[src/ifp_pkg.sv]
// package for the interrupt flag, enable and priority register block
// assumes a single 250 MHz clock domain and the plain strobe register port
package ifp_pkg;

	// ****************************************
	// sizes
	// ****************************************
	localparam int unsigned IFP_NSRC = 32;
	localparam int unsigned IFP_NPRI = 8;
	localparam int unsigned IFP_AW = 4;

	// ****************************************
	// register word offsets (word addresses, one 32-bit word each)
	// ****************************************
	localparam logic [IFP_AW-1:0] IFP_OFF_FLAG = 4'h0;
	localparam logic [IFP_AW-1:0] IFP_OFF_ENABLE = 4'h1;
	localparam logic [IFP_AW-1:0] IFP_OFF_PRIO0 = 4'h2;
	localparam logic [IFP_AW-1:0] IFP_OFF_PRIO_LAST = 4'h9;
	localparam logic [IFP_AW-1:0] IFP_OFF_IRQ_STAT = 4'hA;
	localparam logic [IFP_AW-1:0] IFP_OFF_IRQ_MASK = 4'hB;
	localparam logic [IFP_AW-1:0] IFP_OFF_ACTIVE = 4'hC;

	// ****************************************
	// reset values and field layout
	// ****************************************
	localparam logic [31:0] IFP_RST_WORD = 32'h0000_0000;
	localparam logic [31:0] IFP_PRIO_IMPL = 32'h1F1F_1F1F;
	localparam logic [2:0] IFP_PRIO_OFF = 3'h0;
	localparam int unsigned IFP_PRI_LSB = 2;
	localparam int unsigned IFP_SUB_LSB = 0;

	// interrupt status bits
	localparam int unsigned IFP_EV_NEWREQ = 0;
	localparam int unsigned IFP_EV_LOST = 1;
	localparam logic [1:0] IFP_EV_IMPL = 2'h3;

	// one slot of a priority word
	typedef struct packed {
		logic [2:0] pad;
		logic [2:0] prio;
		logic [1:0] sub;
	} ifp_slot_t;

	// register access request
	typedef struct packed {
		logic [IFP_AW-1:0] addr;
		logic [31:0] wdata;
		logic wr;
		logic rd;
	} ifp_req_t;

	// best pending request offered to the core
	typedef struct packed {
		logic valid;
		logic [4:0] src;
		logic [2:0] prio;
		logic [1:0] sub;
	} ifp_pend_t;

endpackage

[src/ifp_slot_reg.sv]
// one priority word: four slots of priority and subpriority
// assumes the parent decodes the word select and passes one write pulse
`timescale 1ns/10ps
module ifp_slot_reg (
	// clock and reset
	input wire logic clk_i,
	input wire logic rst_i,
	// write side
	input wire logic we_i,
	input wire logic [31:0] wdata_i,
	// stored word, unimplemented bits zero
	output logic [31:0] word_o
);
	import ifp_pkg::*;

	// priority fields, subpriority fields, masked top bits
	always_ff @(posedge clk_i or posedge rst_i) begin
		if (rst_i) begin
			word_o <= IFP_RST_WORD;
		end else if (we_i) begin
			word_o <= wdata_i & IFP_PRIO_IMPL;
		end
	end

	chk_pad_bits_zero: assert property (@(posedge clk_i) disable iff (rst_i)
		(word_o & ~IFP_PRIO_IMPL) == 32'h0000_0000)
		else $error("unimplemented priority bits not zero");
endmodule

[src/ifp_top.sv]
// interrupt flag, enable and priority register block with a pending picker
// assumes synchronous source request pulses and a strobe register master
//
// Local design decisions: the placing of the registers and strobed register access.
`timescale 1ns/10ps

// Contract
// - one flag per source in a word; set by a request, reads one until cleared
// - one enable bit per source; writing one enables, zero disables
// - three bit priority per source; zero keeps the source out of the picker, its flag and status event still set
// - two bit subpriority per source orders sources of equal priority
// - priority fields at bits 28:26, 20:18, 12:10, 4:2 for slots three to zero
// - subpriority fields at bits 25:24, 17:16, 9:8, 1:0
// - top three bits of every byte of a priority word ignore writes and read zero
module ifp_top (
	// clock and reset
	input wire logic clk_i,
	input wire logic rst_i,
	// source requests, one cycle pulses
	input wire logic [ifp_pkg::IFP_NSRC-1:0] src_req_i,
	// register port
	input wire ifp_pkg::ifp_req_t bus_i,
	output logic [31:0] rdata_o,
	// towards the core
	output ifp_pkg::ifp_pend_t pend_o,
	output logic irq_o
);
	import ifp_pkg::*;

	// ****************************************
	// decode
	// ****************************************
	logic flag_we;
	logic en_we;
	logic stat_we;
	logic mask_we;
	logic [IFP_NPRI-1:0] prio_we;
	logic [31:0] prio_word [IFP_NPRI];
	logic [31:0] flag_q;
	logic [31:0] en_q;
	logic [1:0] stat_q;
	logic [1:0] mask_q;
	logic [1:0] ev_set;
	logic [4:0] prio_rel;

	assign flag_we = bus_i.wr && (bus_i.addr == IFP_OFF_FLAG);
	assign en_we = bus_i.wr && (bus_i.addr == IFP_OFF_ENABLE);
	assign stat_we = bus_i.wr && (bus_i.addr == IFP_OFF_IRQ_STAT);
	assign mask_we = bus_i.wr && (bus_i.addr == IFP_OFF_IRQ_MASK);
	// word index of a priority register relative to the first one
	assign prio_rel = {1'b0, bus_i.addr - IFP_OFF_PRIO0};

	// ****************************************
	// priority words
	// ****************************************
	genvar g;
	generate
		for (g = 0; g < IFP_NPRI; g++) begin : g_prio
			// write pulse for this word only
			assign prio_we[g] = bus_i.wr && (bus_i.addr >= IFP_OFF_PRIO0) &&
				(bus_i.addr <= IFP_OFF_PRIO_LAST) && (prio_rel == 5'(g));
			ifp_slot_reg u_slot (
				.clk_i(clk_i),
				.rst_i(rst_i),
				.we_i(prio_we[g]),
				.wdata_i(bus_i.wdata),
				.word_o(prio_word[g])
			);
		end
	endgenerate

	// ****************************************
	// flags and enables
	// ****************************************
	// flag latch; a request in the clearing cycle wins over the write
	always_ff @(posedge clk_i or posedge rst_i) begin
		if (rst_i) begin
			flag_q <= IFP_RST_WORD;
		end else if (flag_we) begin
			flag_q <= bus_i.wdata | src_req_i;
		end else begin
			flag_q <= flag_q | src_req_i;
		end
	end

	always_ff @(posedge clk_i or posedge rst_i) begin
		if (rst_i) begin
			en_q <= IFP_RST_WORD;
		end else if (en_we) begin
			en_q <= bus_i.wdata;
		end
	end

	// ****************************************
	// pending picker
	// ****************************************
	ifp_pend_t best;
	ifp_slot_t slot;
	logic live;

	// priority zero blocks; subpriority breaks ties, low index wins last
	always_comb begin
		best = '0;
		slot = '0;
		live = 1'b0;
		for (int i = 0; i < IFP_NSRC; i++) begin
			slot = ifp_slot_t'(prio_word[i/4][(i%4)*8 +: 8]);
			live = flag_q[i] && en_q[i] && (slot.prio != IFP_PRIO_OFF);
			if (live && (!best.valid || {slot.prio, slot.sub} > {best.prio, best.sub})) begin
				best.valid = 1'b1;
				best.src = 5'(i);
				best.prio = slot.prio;
				best.sub = slot.sub;
			end
		end
	end

	// registered offer to the core
	always_ff @(posedge clk_i or posedge rst_i) begin
		if (rst_i) begin
			pend_o <= '0;
		end else begin
			pend_o <= best;
		end
	end

	// ****************************************
	// own event interrupt
	// ****************************************
	// a fresh request, and a request that hit an already set flag
	assign ev_set[IFP_EV_NEWREQ] = |(src_req_i & ~flag_q);
	assign ev_set[IFP_EV_LOST] = |(src_req_i & flag_q);

	// sticky status, write one to clear; a new event wins over the clear
	always_ff @(posedge clk_i or posedge rst_i) begin
		if (rst_i) begin
			stat_q <= 2'h0;
		end else if (stat_we) begin
			stat_q <= (stat_q & ~bus_i.wdata[1:0]) | ev_set;
		end else begin
			stat_q <= stat_q | ev_set;
		end
	end

	// mask register
	always_ff @(posedge clk_i or posedge rst_i) begin
		if (rst_i) begin
			mask_q <= 2'h0;
		end else if (mask_we) begin
			mask_q <= bus_i.wdata[1:0] & IFP_EV_IMPL;
		end
	end

	// level output from a flop; one cycle behind the status bits
	always_ff @(posedge clk_i or posedge rst_i) begin
		if (rst_i) begin
			irq_o <= 1'b0;
		end else begin
			irq_o <= |(stat_q & mask_q);
		end
	end

	// ****************************************
	// read port
	// ****************************************
	logic [31:0] rd_mux;

	// unmapped offsets read zero; read data stand for one cycle only
	always_comb begin
		rd_mux = 32'h0000_0000;
		if (bus_i.addr == IFP_OFF_FLAG) begin
			rd_mux = flag_q;
		end else if (bus_i.addr == IFP_OFF_ENABLE) begin
			rd_mux = en_q;
		end else if (bus_i.addr >= IFP_OFF_PRIO0 && bus_i.addr <= IFP_OFF_PRIO_LAST) begin
			rd_mux = prio_word[prio_rel[2:0]];
		end else if (bus_i.addr == IFP_OFF_IRQ_STAT) begin
			rd_mux = {30'h0, stat_q};
		end else if (bus_i.addr == IFP_OFF_IRQ_MASK) begin
			rd_mux = {30'h0, mask_q};
		end else if (bus_i.addr == IFP_OFF_ACTIVE) begin
			rd_mux = 32'(best);
		end
	end

	// read data clear at reset like all state
	always_ff @(posedge clk_i or posedge rst_i) begin
		if (rst_i) begin
			rdata_o <= IFP_RST_WORD;
		end else if (bus_i.rd) begin
			rdata_o <= rd_mux;
		end else begin
			rdata_o <= 32'h0000_0000;
		end
	end

	// ****************************************
	// checks
	// ****************************************
	chk_flag_sets_on_req: assert property (@(posedge clk_i) disable iff (rst_i)
		src_req_i[0] |=> flag_q[0])
		else $error("flag did not set after request");
	chk_flag_holds_idle: assert property (@(posedge clk_i) disable iff (rst_i)
		(flag_q[5] && !flag_we) |=> flag_q[5])
		else $error("flag dropped without a write");
	chk_enable_write: assert property (@(posedge clk_i) disable iff (rst_i)
		en_we |=> en_q == $past(bus_i.wdata))
		else $error("enable write not stored");
	chk_zero_prio_silent: assert property (@(posedge clk_i) disable iff (rst_i)
		(prio_word[0][4:2] == 3'h0 && prio_word[0][12:10] == 3'h0 &&
		prio_word[0][20:18] == 3'h0 && prio_word[0][28:26] == 3'h0) |->
		!(best.valid && best.src < 5'd4))
		else $error("priority zero source offered");
	chk_best_is_live: assert property (@(posedge clk_i) disable iff (rst_i)
		best.valid |-> (flag_q[best.src] && en_q[best.src] && best.prio != 3'h0))
		else $error("offered source not pending");
	chk_sub_orders_tie: assert property (@(posedge clk_i) disable iff (rst_i)
		(best.valid && best.src == 5'd1 && flag_q[0] && en_q[0] &&
		prio_word[0][4:2] == best.prio) |-> prio_word[0][1:0] < best.sub)
		else $error("subpriority order broken");
	chk_slot_fields: assert property (@(posedge clk_i) disable iff (rst_i)
		prio_we[0] |=> (prio_word[0][28:24] == $past(bus_i.wdata[28:24]) &&
		prio_word[0][4:0] == $past(bus_i.wdata[4:0])))
		else $error("priority field position wrong");
	chk_sub_fields: assert property (@(posedge clk_i) disable iff (rst_i)
		prio_we[1] |=> (prio_word[1][17:16] == $past(bus_i.wdata[17:16]) &&
		prio_word[1][9:8] == $past(bus_i.wdata[9:8])))
		else $error("subpriority field position wrong");
	chk_prio_read_pad: assert property (@(posedge clk_i) disable iff (rst_i)
		(bus_i.rd && bus_i.addr == IFP_OFF_PRIO0) |=> (rdata_o & 32'hE0E0_E0E0) == 32'h0)
		else $error("pad bits read nonzero");
	chk_reset_clear: assert property (@(posedge clk_i)
		$fell(rst_i) |-> (flag_q == 32'h0 && en_q == 32'h0 && prio_word[0] == 32'h0))
		else $error("state not cleared by reset");
	chk_irq_level: assert property (@(posedge clk_i) disable iff (rst_i)
		|(stat_q & mask_q) |=> irq_o)
		else $error("interrupt output missed");

	cov_pending_offer: cover property (@(posedge clk_i) disable iff (rst_i) best.valid ##1 pend_o.valid);
	cov_flag_clear: cover property (@(posedge clk_i) disable iff (rst_i) flag_q[0] ##1 !flag_q[0]);
	cov_lost_event: cover property (@(posedge clk_i) disable iff (rst_i) ev_set[IFP_EV_LOST]);
	cov_irq_raise: cover property (@(posedge clk_i) disable iff (rst_i) $rose(irq_o));
endmodule

[config.mk]
export PLATFORM = sky130hd
export DESIGN_NAME = ifp_top
export DESIGN_NICKNAME = d
export VERILOG_FILES = /design/src/ifp_pkg.sv /design/src/ifp_slot_reg.sv /design/src/ifp_top.sv
export SDC_FILE = /design/constraint.sdc
export NUM_CORES = 1
export LEC_CHECK = 0
export BUFFER_PORTS_ARGS = -buffer_cell sky130_fd_sc_hd__buf_2
export CAP_MARGIN = 0
export CORE_AREA = 2 2 216 218
export CTS_CLUSTER_DIAMETER = 40
export DETAILED_ROUTE_END_ITERATION = 8
export DIE_AREA = 0 0 218 220
export PLACE_DENSITY = 0.74
export SLEW_MARGIN = 5
export SYNTH_ARGS = -nofsm -noshare
export SYNTH_HDL_FRONTEND = slang
export SYNTH_SLANG_ARGS = --single-unit
[constraint.sdc]
create_clock -name clk_i -period 69 [get_ports clk_i]
set_input_delay 6.9 -clock clk_i [delete_from_list [all_inputs] [get_ports clk_i]]
set_output_delay 6.9 -clock clk_i [all_outputs]
set_load 0.01 [all_outputs]
* Word-level counts from Yosys, hierarchy flattened *
Index checks and enable logic that the tools add are counted.

storage, ports and cells
  register bits = 272
  input port bits = 72
  output and inout port bits = 44
  logic and storage cells = 328

cells by class
  add/subtract/negate cells = 1
  $lt $le $gt $ge = 34
  eq/ne operators = 11
  multiplexer cells = 44
  bitwise gates (word level) = 11
  reductions and logical operators = 209

operators by type and width
  kind                                                                                 number
  11-bit 2-to-1 mux                                                                    35
  32-bit 2-to-1 mux                                                                    7
  5-bit > comparator                                                                   31
  1-bit logical AND                                                                    110
  32-bit binary-select mux with 3-bit select                                           1
  3-bit nonzero test                                                                   32
  32-bit bitwise AND                                                                   2
  32-bit OR                                                                            2
  32-bit OR reduction                                                                  2
  32-bit inverter                                                                      1
  1-bit logical NOT                                                                    31
  1-bit logical OR                                                                     31
  4-bit by 3-bit == test with 1-bit output, second input constant                      4
  4-bit == test, second input constant                                                 3
  4-bit by 1-bit == test with 1-bit output, second input constant                      2
  4-bit by 2-bit == test with 1-bit output, second input constant                      2
  5-bit logical NOT                                                                    1
  2-bit bitwise AND                                                                    2
  4-bit by 2-bit greater-or-equal comparator with 1-bit output, second input constant  1
  4-bit greater-or-equal comparator, second input constant                             1
  4-bit <= comparator, second input constant                                           1
  4-bit logical NOT                                                                    1
  3-bit inverter with 4-bit output                                                     1
  2-bit OR                                                                             2
  other kinds (4)                                                                      4

* Depth between registers and ports, before layout *
  word-level depth = 134
  mapped depth = 293
  mapped depth without buffers = 283

* Hierarchy *
A second synthesis with hierarchy kept.

unflattened totals
  cell total of the unflattened synthesis = 2,616
  area total of the unflattened synthesis = 24,733.7 µm²

modules (own cells, without submodules)
  module        instances  cells each  area each (µm²)  sequential area each (µm²)
  ifp_top       1          2,168       17,366.7         2,802.7
  ifp_slot_reg  8          56          920.9            500.5

* Least setup slack after synthesis *
Ideal clock, no wire load.

  path kind = reg-to-reg
  start = reg g_prio[0].u_slot.word_o[2]
  end = reg rdata_o[8]
  library setup time = 0.134 ns
  arrival time = 49.005 ns
  required time = 68.866 ns
  path slack = 19.861 ns
  stages on the path, launching flop included = 258
  buffers on the path = 8
  period minus slack after synthesis = 49.139 ns
  cell sequence = dfrtp_1 -> o311a_2 -> and2_1 -> ha_1 -> and3_1 -> a31oi_2 -> nor2_1 -> nor2_1 -> mux2_2 -> ha_1 -> a31oi_1 -> a21bo_1 -> o21a_1 -> clkbuf_1 -> mux2_2 -> ha_1 -> and3_1 -> a31oi_1 -> [... 222 more ...] -> o21ai_0 -> a21oi_1 -> a211o_1 -> o21a_1 -> buf_6 -> o21ai_1 -> ha_1 -> nor2b_1 -> o21a_1 -> o21ai_0 -> nand2b_1 -> a21oi_1 -> a31oi_1 -> a21oi_1 -> nor2_1 -> or4_1 -> o21ai_1 -> a21oi_1

on the way
  word-level cells in the longest chain between the ends = 134
  elaborated cells on any way between the ends = 165
  classes of those cells = 31 x order compare; 39 x mux; 95 x reduce/logical

RTL lines
  element                                                  line                text
  from (decl)                                              ifp_slot_reg.sv:12  output logic [31:0] word_o
  from (signal assigned)                                   ifp_slot_reg.sv:21  word_o <= wdata_i & IFP_PRIO_IMPL;
  3-bit nonzero test                                       ifp_top.sv:108      live = flag_q[i] && en_q[i] && (slot.prio != IFP_PRIO_OFF);
  1-bit logical AND                                        ifp_top.sv:108
  11-bit 2-to-1 mux (*)                                    ifp_top.sv:109      if (live && (!best.valid || {slot.prio, slot.sub} > {best.prio, best.sub})) begin
  5-bit > comparator or 1-bit logical NOT (tied branches)  ifp_top.sv:109
  1-bit logical OR                                         ifp_top.sv:109
  1-bit logical AND                                        ifp_top.sv:109
  11-bit 2-to-1 mux (*)                                    ifp_top.sv:109
  5-bit > comparator or 1-bit logical NOT (tied branches)  ifp_top.sv:109
  [... 118 more ...]                                       n/a
  11-bit 2-to-1 mux (*)                                    ifp_top.sv:109
  11-bit 2-to-1 mux (*)                                    ifp_top.sv:181      end else if (bus_i.addr == IFP_OFF_ACTIVE) begin
  11-bit 2-to-1 mux (*)                                    ifp_top.sv:179      end else if (bus_i.addr == IFP_OFF_IRQ_MASK) begin
  11-bit 2-to-1 mux (*)                                    ifp_top.sv:177      end else if (bus_i.addr == IFP_OFF_IRQ_STAT) begin
  32-bit 2-to-1 mux (*)                                    ifp_top.sv:175      end else if (bus_i.addr >= IFP_OFF_PRIO0 && bus_i.addr <= IFP_OFF_PRIO_LAST) begin
  32-bit 2-to-1 mux (*)                                    ifp_top.sv:173      end else if (bus_i.addr == IFP_OFF_ENABLE) begin
  32-bit 2-to-1 mux (*)                                    ifp_top.sv:171      if (bus_i.addr == IFP_OFF_FLAG) begin
  32-bit 2-to-1 mux (*)                                    ifp_top.sv:190      end else if (bus_i.rd) begin
  to (signal assigned)                                     ifp_top.sv:191      rdata_o <= rd_mux;
  to (decl)                                                ifp_top.sv:23       output logic [31:0] rdata_o,

Every way passes the cells marked *; elsewhere a longest branch is shown, timed or not.
A chain may end at the register's enable or synchronous reset.

* Worst setup path after layout *
  start = reg g_prio[0].u_slot.word_o[2]
  end = reg rdata_o[4]

Same word-level chain as after synthesis.

==> reports/qor.tcl <==
set qor(endpoint_kind) {register}
set qor(synth_simple_gate_area_share) 0.151
set qor(post_drt_via_cell_ratio) 6.88
set qor(final.period_utilization) 0.830
set qor(design.core.area_sq_um) 45900
set qor(tritoncts_clock_tree) {yes}
set qor(cts-root-to-sink-buffers) 3
set qor(netlist_instances) 2445
set qor(achievable-frequency_mhz) 17.5
set qor(floorplan.die.height_um) 220
set qor(drt_first_iter_violations) 3015
set qor(crit_top_cell) {ha_1}
set qor(boundaryPins) 116
set qor(setup_viol) 0
set qor(synth.most_common_cell) {dfrtp_1}
set qor(post_cts_buffers) 0
set qor(routedWlPerCell_um) 26.3
set qor(synth-compound-area-share) 0.251
set qor(path_class) {register to register}
set qor(drt_pass1_iterations) 7
set qor(postLayoutSetupSlackWorst_ns) 11.72
set qor(wl_um) 82700
set qor(synthDominantCellAreaShare) 0.301
set qor(cts_hold_buf) 0
set qor(clk_transition_reported_paths_ns) 0.06
set qor(synth_ff_type) {dfrtp_1}
set qor(place_congestion) 1.03
set qor(io_buffer_count) 115
set qor(finalClockSkew_ns) 0.0185
set qor(die_width_um) 218
set qor(synth-adder-area-share) 0.0613
set qor(critical-path-top-delay-family) {compound AO/OA/AOI/OAI gates}
set qor(grt_start_max_net_pins) 138
set qor(timing.critical_path.slowest_stage_cell) {nor2_1}
set qor(timing.max_cap.violations) 0
set qor(synth.area.top_cells) {dfrtp_1 30%, mux2_2 10%, ha_1 5.9%}
set qor(synth_cell_types) 152
set qor(post-route-min-period_ns) 57.28
set qor(synth_mux_area_frac) 0.159
set qor(yosysSeqAreaShare) 0.301
set qor(grt.overflow.total) 0
set qor(cp.required_ns) 69.45
set qor(route.detailed.drc) 0
set qor(clk_root_buffer_cell) {clkbuf_16}
set qor(grt_first_pass_wirelength_um) 125000
set qor(dpl_cell_area_sq_um) 23300
set qor(critPathLaunchType) {register}
set qor(setup_total_negative_slack_ns) 0
set qor(final_nets) 2673
set qor(relSlewSlack) 0.216
set qor(initial_core_util) 0.493
set qor(dpl_worst_slack_ns) 12.75
set qor(yosysWarningCount) 0
set qor(synthesis.area_sq_um) 22600
set qor(drive_gt1_frac) 0.233
set qor(grt_usage) 0.343
set qor(maximum_fanout_count_along_the_critical_path) 19
set qor(fin_cells) 3139
set qor(dominant_combinational_cell_family_by_area_after_synthesis) {compound AO/OA/AOI/OAI gates}
set qor(worst-slew-pin-transition_ns) 1.17
set qor(cell_count_after_placement) 3056
set qor(routed-via-count) 21600
set qor(antenna_found_initial) 1
set qor(critical_path_at_ns) 57.74
set qor(hpwl_um) 62600
set qor(postSynthRegisterBits) 272
set qor(synth_edf_count) 0
set qor(cts_inserted_buffers) 44
set qor(rsz0062_at_grt) {false}
set qor(hold_viol) 0
set qor(dieArea_sq_um) 48000
set qor(synth-async-reset-ratio) 1.00
set qor(synthDominantAreaCellType) {dfrtp_1}
set qor(post_cts_resized) 0
set qor(syn_area_per_cell_sq_um) 9.25
set qor(min-delay-path-class) {register to register}
set qor(synthXorXnorAreaFrac) 0.0150
set qor(tritoncts_num_sinks) 272
set qor(via_count_of_the_first_global_routing_pass) 20300
set qor(buffers_and_inverters_on_the_worst_path) 16
set qor(clock_latency_ns) 0.57
set qor(postRouteAntennaNets) 0
set qor(slew_violations) 0
set qor(synth_fp_nets) 2623
set qor(ys_top_cells_by_count) {272 x dfrtp_1, 216 x nand2_1, 210 x mux2_2, 174 x nor2_1, 156 x inv_1}
set qor(layout.cell_area.non_filler_sq_um) 24800
set qor(h_tree_levels) 2
set qor(run_status) {complete, no violations}
set qor(layout-area-overhead-vs-synth_pct) 9.65
set qor(std_cell_rows) 79
set qor(critical-path-max-stage-delay_ns) 0.79
-- metal layers --
layer | track usage | share of wire | vias up
li1 | - | - | 9421
met1 | 0.468 | 0.40 | 10500
met2 | 0.508 | 0.42 | 1444
met3 | 0.0894 | 0.13 | 263
met4 | 0.155 | 0.052 | 2
met5 | 0 | 0.00016 | -
-- cells by family after synthesis --
group                    count (synthesis)
AO/OA/AOI/OAI                          744
XOR/XNOR                                37
adder cells (fa/ha/maj)                112
buffers and inverters                  286
flip-flops                             272
multiplexers                           279
AND/OR/NAND/NOR                        715
-- worst reg2reg max path: cells and delay by family, from the launching register on --
| family | cells | cell delay (ns) |
|---|---|---|
| AO/OA/AOI/OAI | 113 | 27.16 |
| AND/OR/NAND/NOR | 73 | 12.77 |
| adder cells (fa/ha/maj) | 34 | 10.55 |
| multiplexers | 17 | 5.07 |
| buffers and inverters | 16 | 1.14 |
| flip-flops | 1 | 0.47 |
-- cell usage in the layout (no fill, tap or decap), types with 11 or more instances in the layout --
cell type / instances
a211o_1: 21
nand3_1: 97
inv_1: 155
nand4_1: 13
o21a_1: 22
o22ai_1: 21
buf_4: 18
o311a_1: 20
mux2_2: 210
a22oi_1: 20
a311o_1: 11
a211oi_1: 14
xor2_1: 12
buf_2: 115
and3_1: 21
o21ai_0: 115
and2_1: 24
o211ai_1: 27
a222oi_1: 15
mux2i_1: 21
ha_1: 106
or2_2: 12
mux4_2: 40
nor3_1: 47
a21oi_1: 132
o311ai_0: 18
a21o_1: 17
clkbuf_16: 46
xnor2_1: 23
dfrtp_1: 272
nor2_1: 172
o21ai_1: 26
nand2_1: 215
a221oi_1: 14
or3_1: 22
nand2b_1: 11
a31oi_1: 34
o31ai_1: 21
-- registers in the layout (all words and copies together), names as in the netlist --
| signal | cells |
|---|---|
| en_q | 32 |
| flag_q | 32 |
| g_prio.u_slot.word_o | 160 |
| irq_o | 1 |
| mask_q | 2 |
| pend_o | 11 |
| rdata_o | 32 |
| stat_q | 2 |
-- layout make-up --
class,count,area (sq um)
fill,4063,21100
multi-input combinational,1887,14400
sequential,272,6810
clock buffer,48,1170
tap,607,759
timing repair buffer,133,711
inverter,157,597
clock inverter,33,315
antenna,2,5.00
-- path summary, 6_finish.rpt --
| path | start | end | slack (ns) | depth (start not counted) |
|---|---|---|---|---|
| min in group asynchronous | rst_i | rdata_o[29] | 6.51 | 2 |
| max in group asynchronous | rst_i | rdata_o[16] | 60.81 | 3 |
| hold / removal | en_q[29] | en_q[29] | 0.54 | 1 |
| hold reg to reg | en_q[29] | en_q[29] | 0.54 | 1 |
| setup / recovery | g_prio[0].u_slot.word_o[2] | rdata_o[4] | 11.72 | 253 |
| setup reg to reg | g_prio[0].u_slot.word_o[2] | rdata_o[4] | 11.72 | 253 |
-- metrics by stage --
| stage | hold WS [ns] | util |
|---|---|---|
| 2_1_floorplan | 0.478 | - |
| 3_3_place_gp | 0.509 | 0.508 |
| 3_5_place_dp | 0.524 | 0.508 |
| 4_1_cts | 0.538 | 0.541 |
| 5_1_grt | 0.567 | 0.541 |
| 6_report | 0.541 | 0.541 |
Power is not shown: default switching activity piles up to over one toggle a cycle in this logic, so the estimate is an artifact.
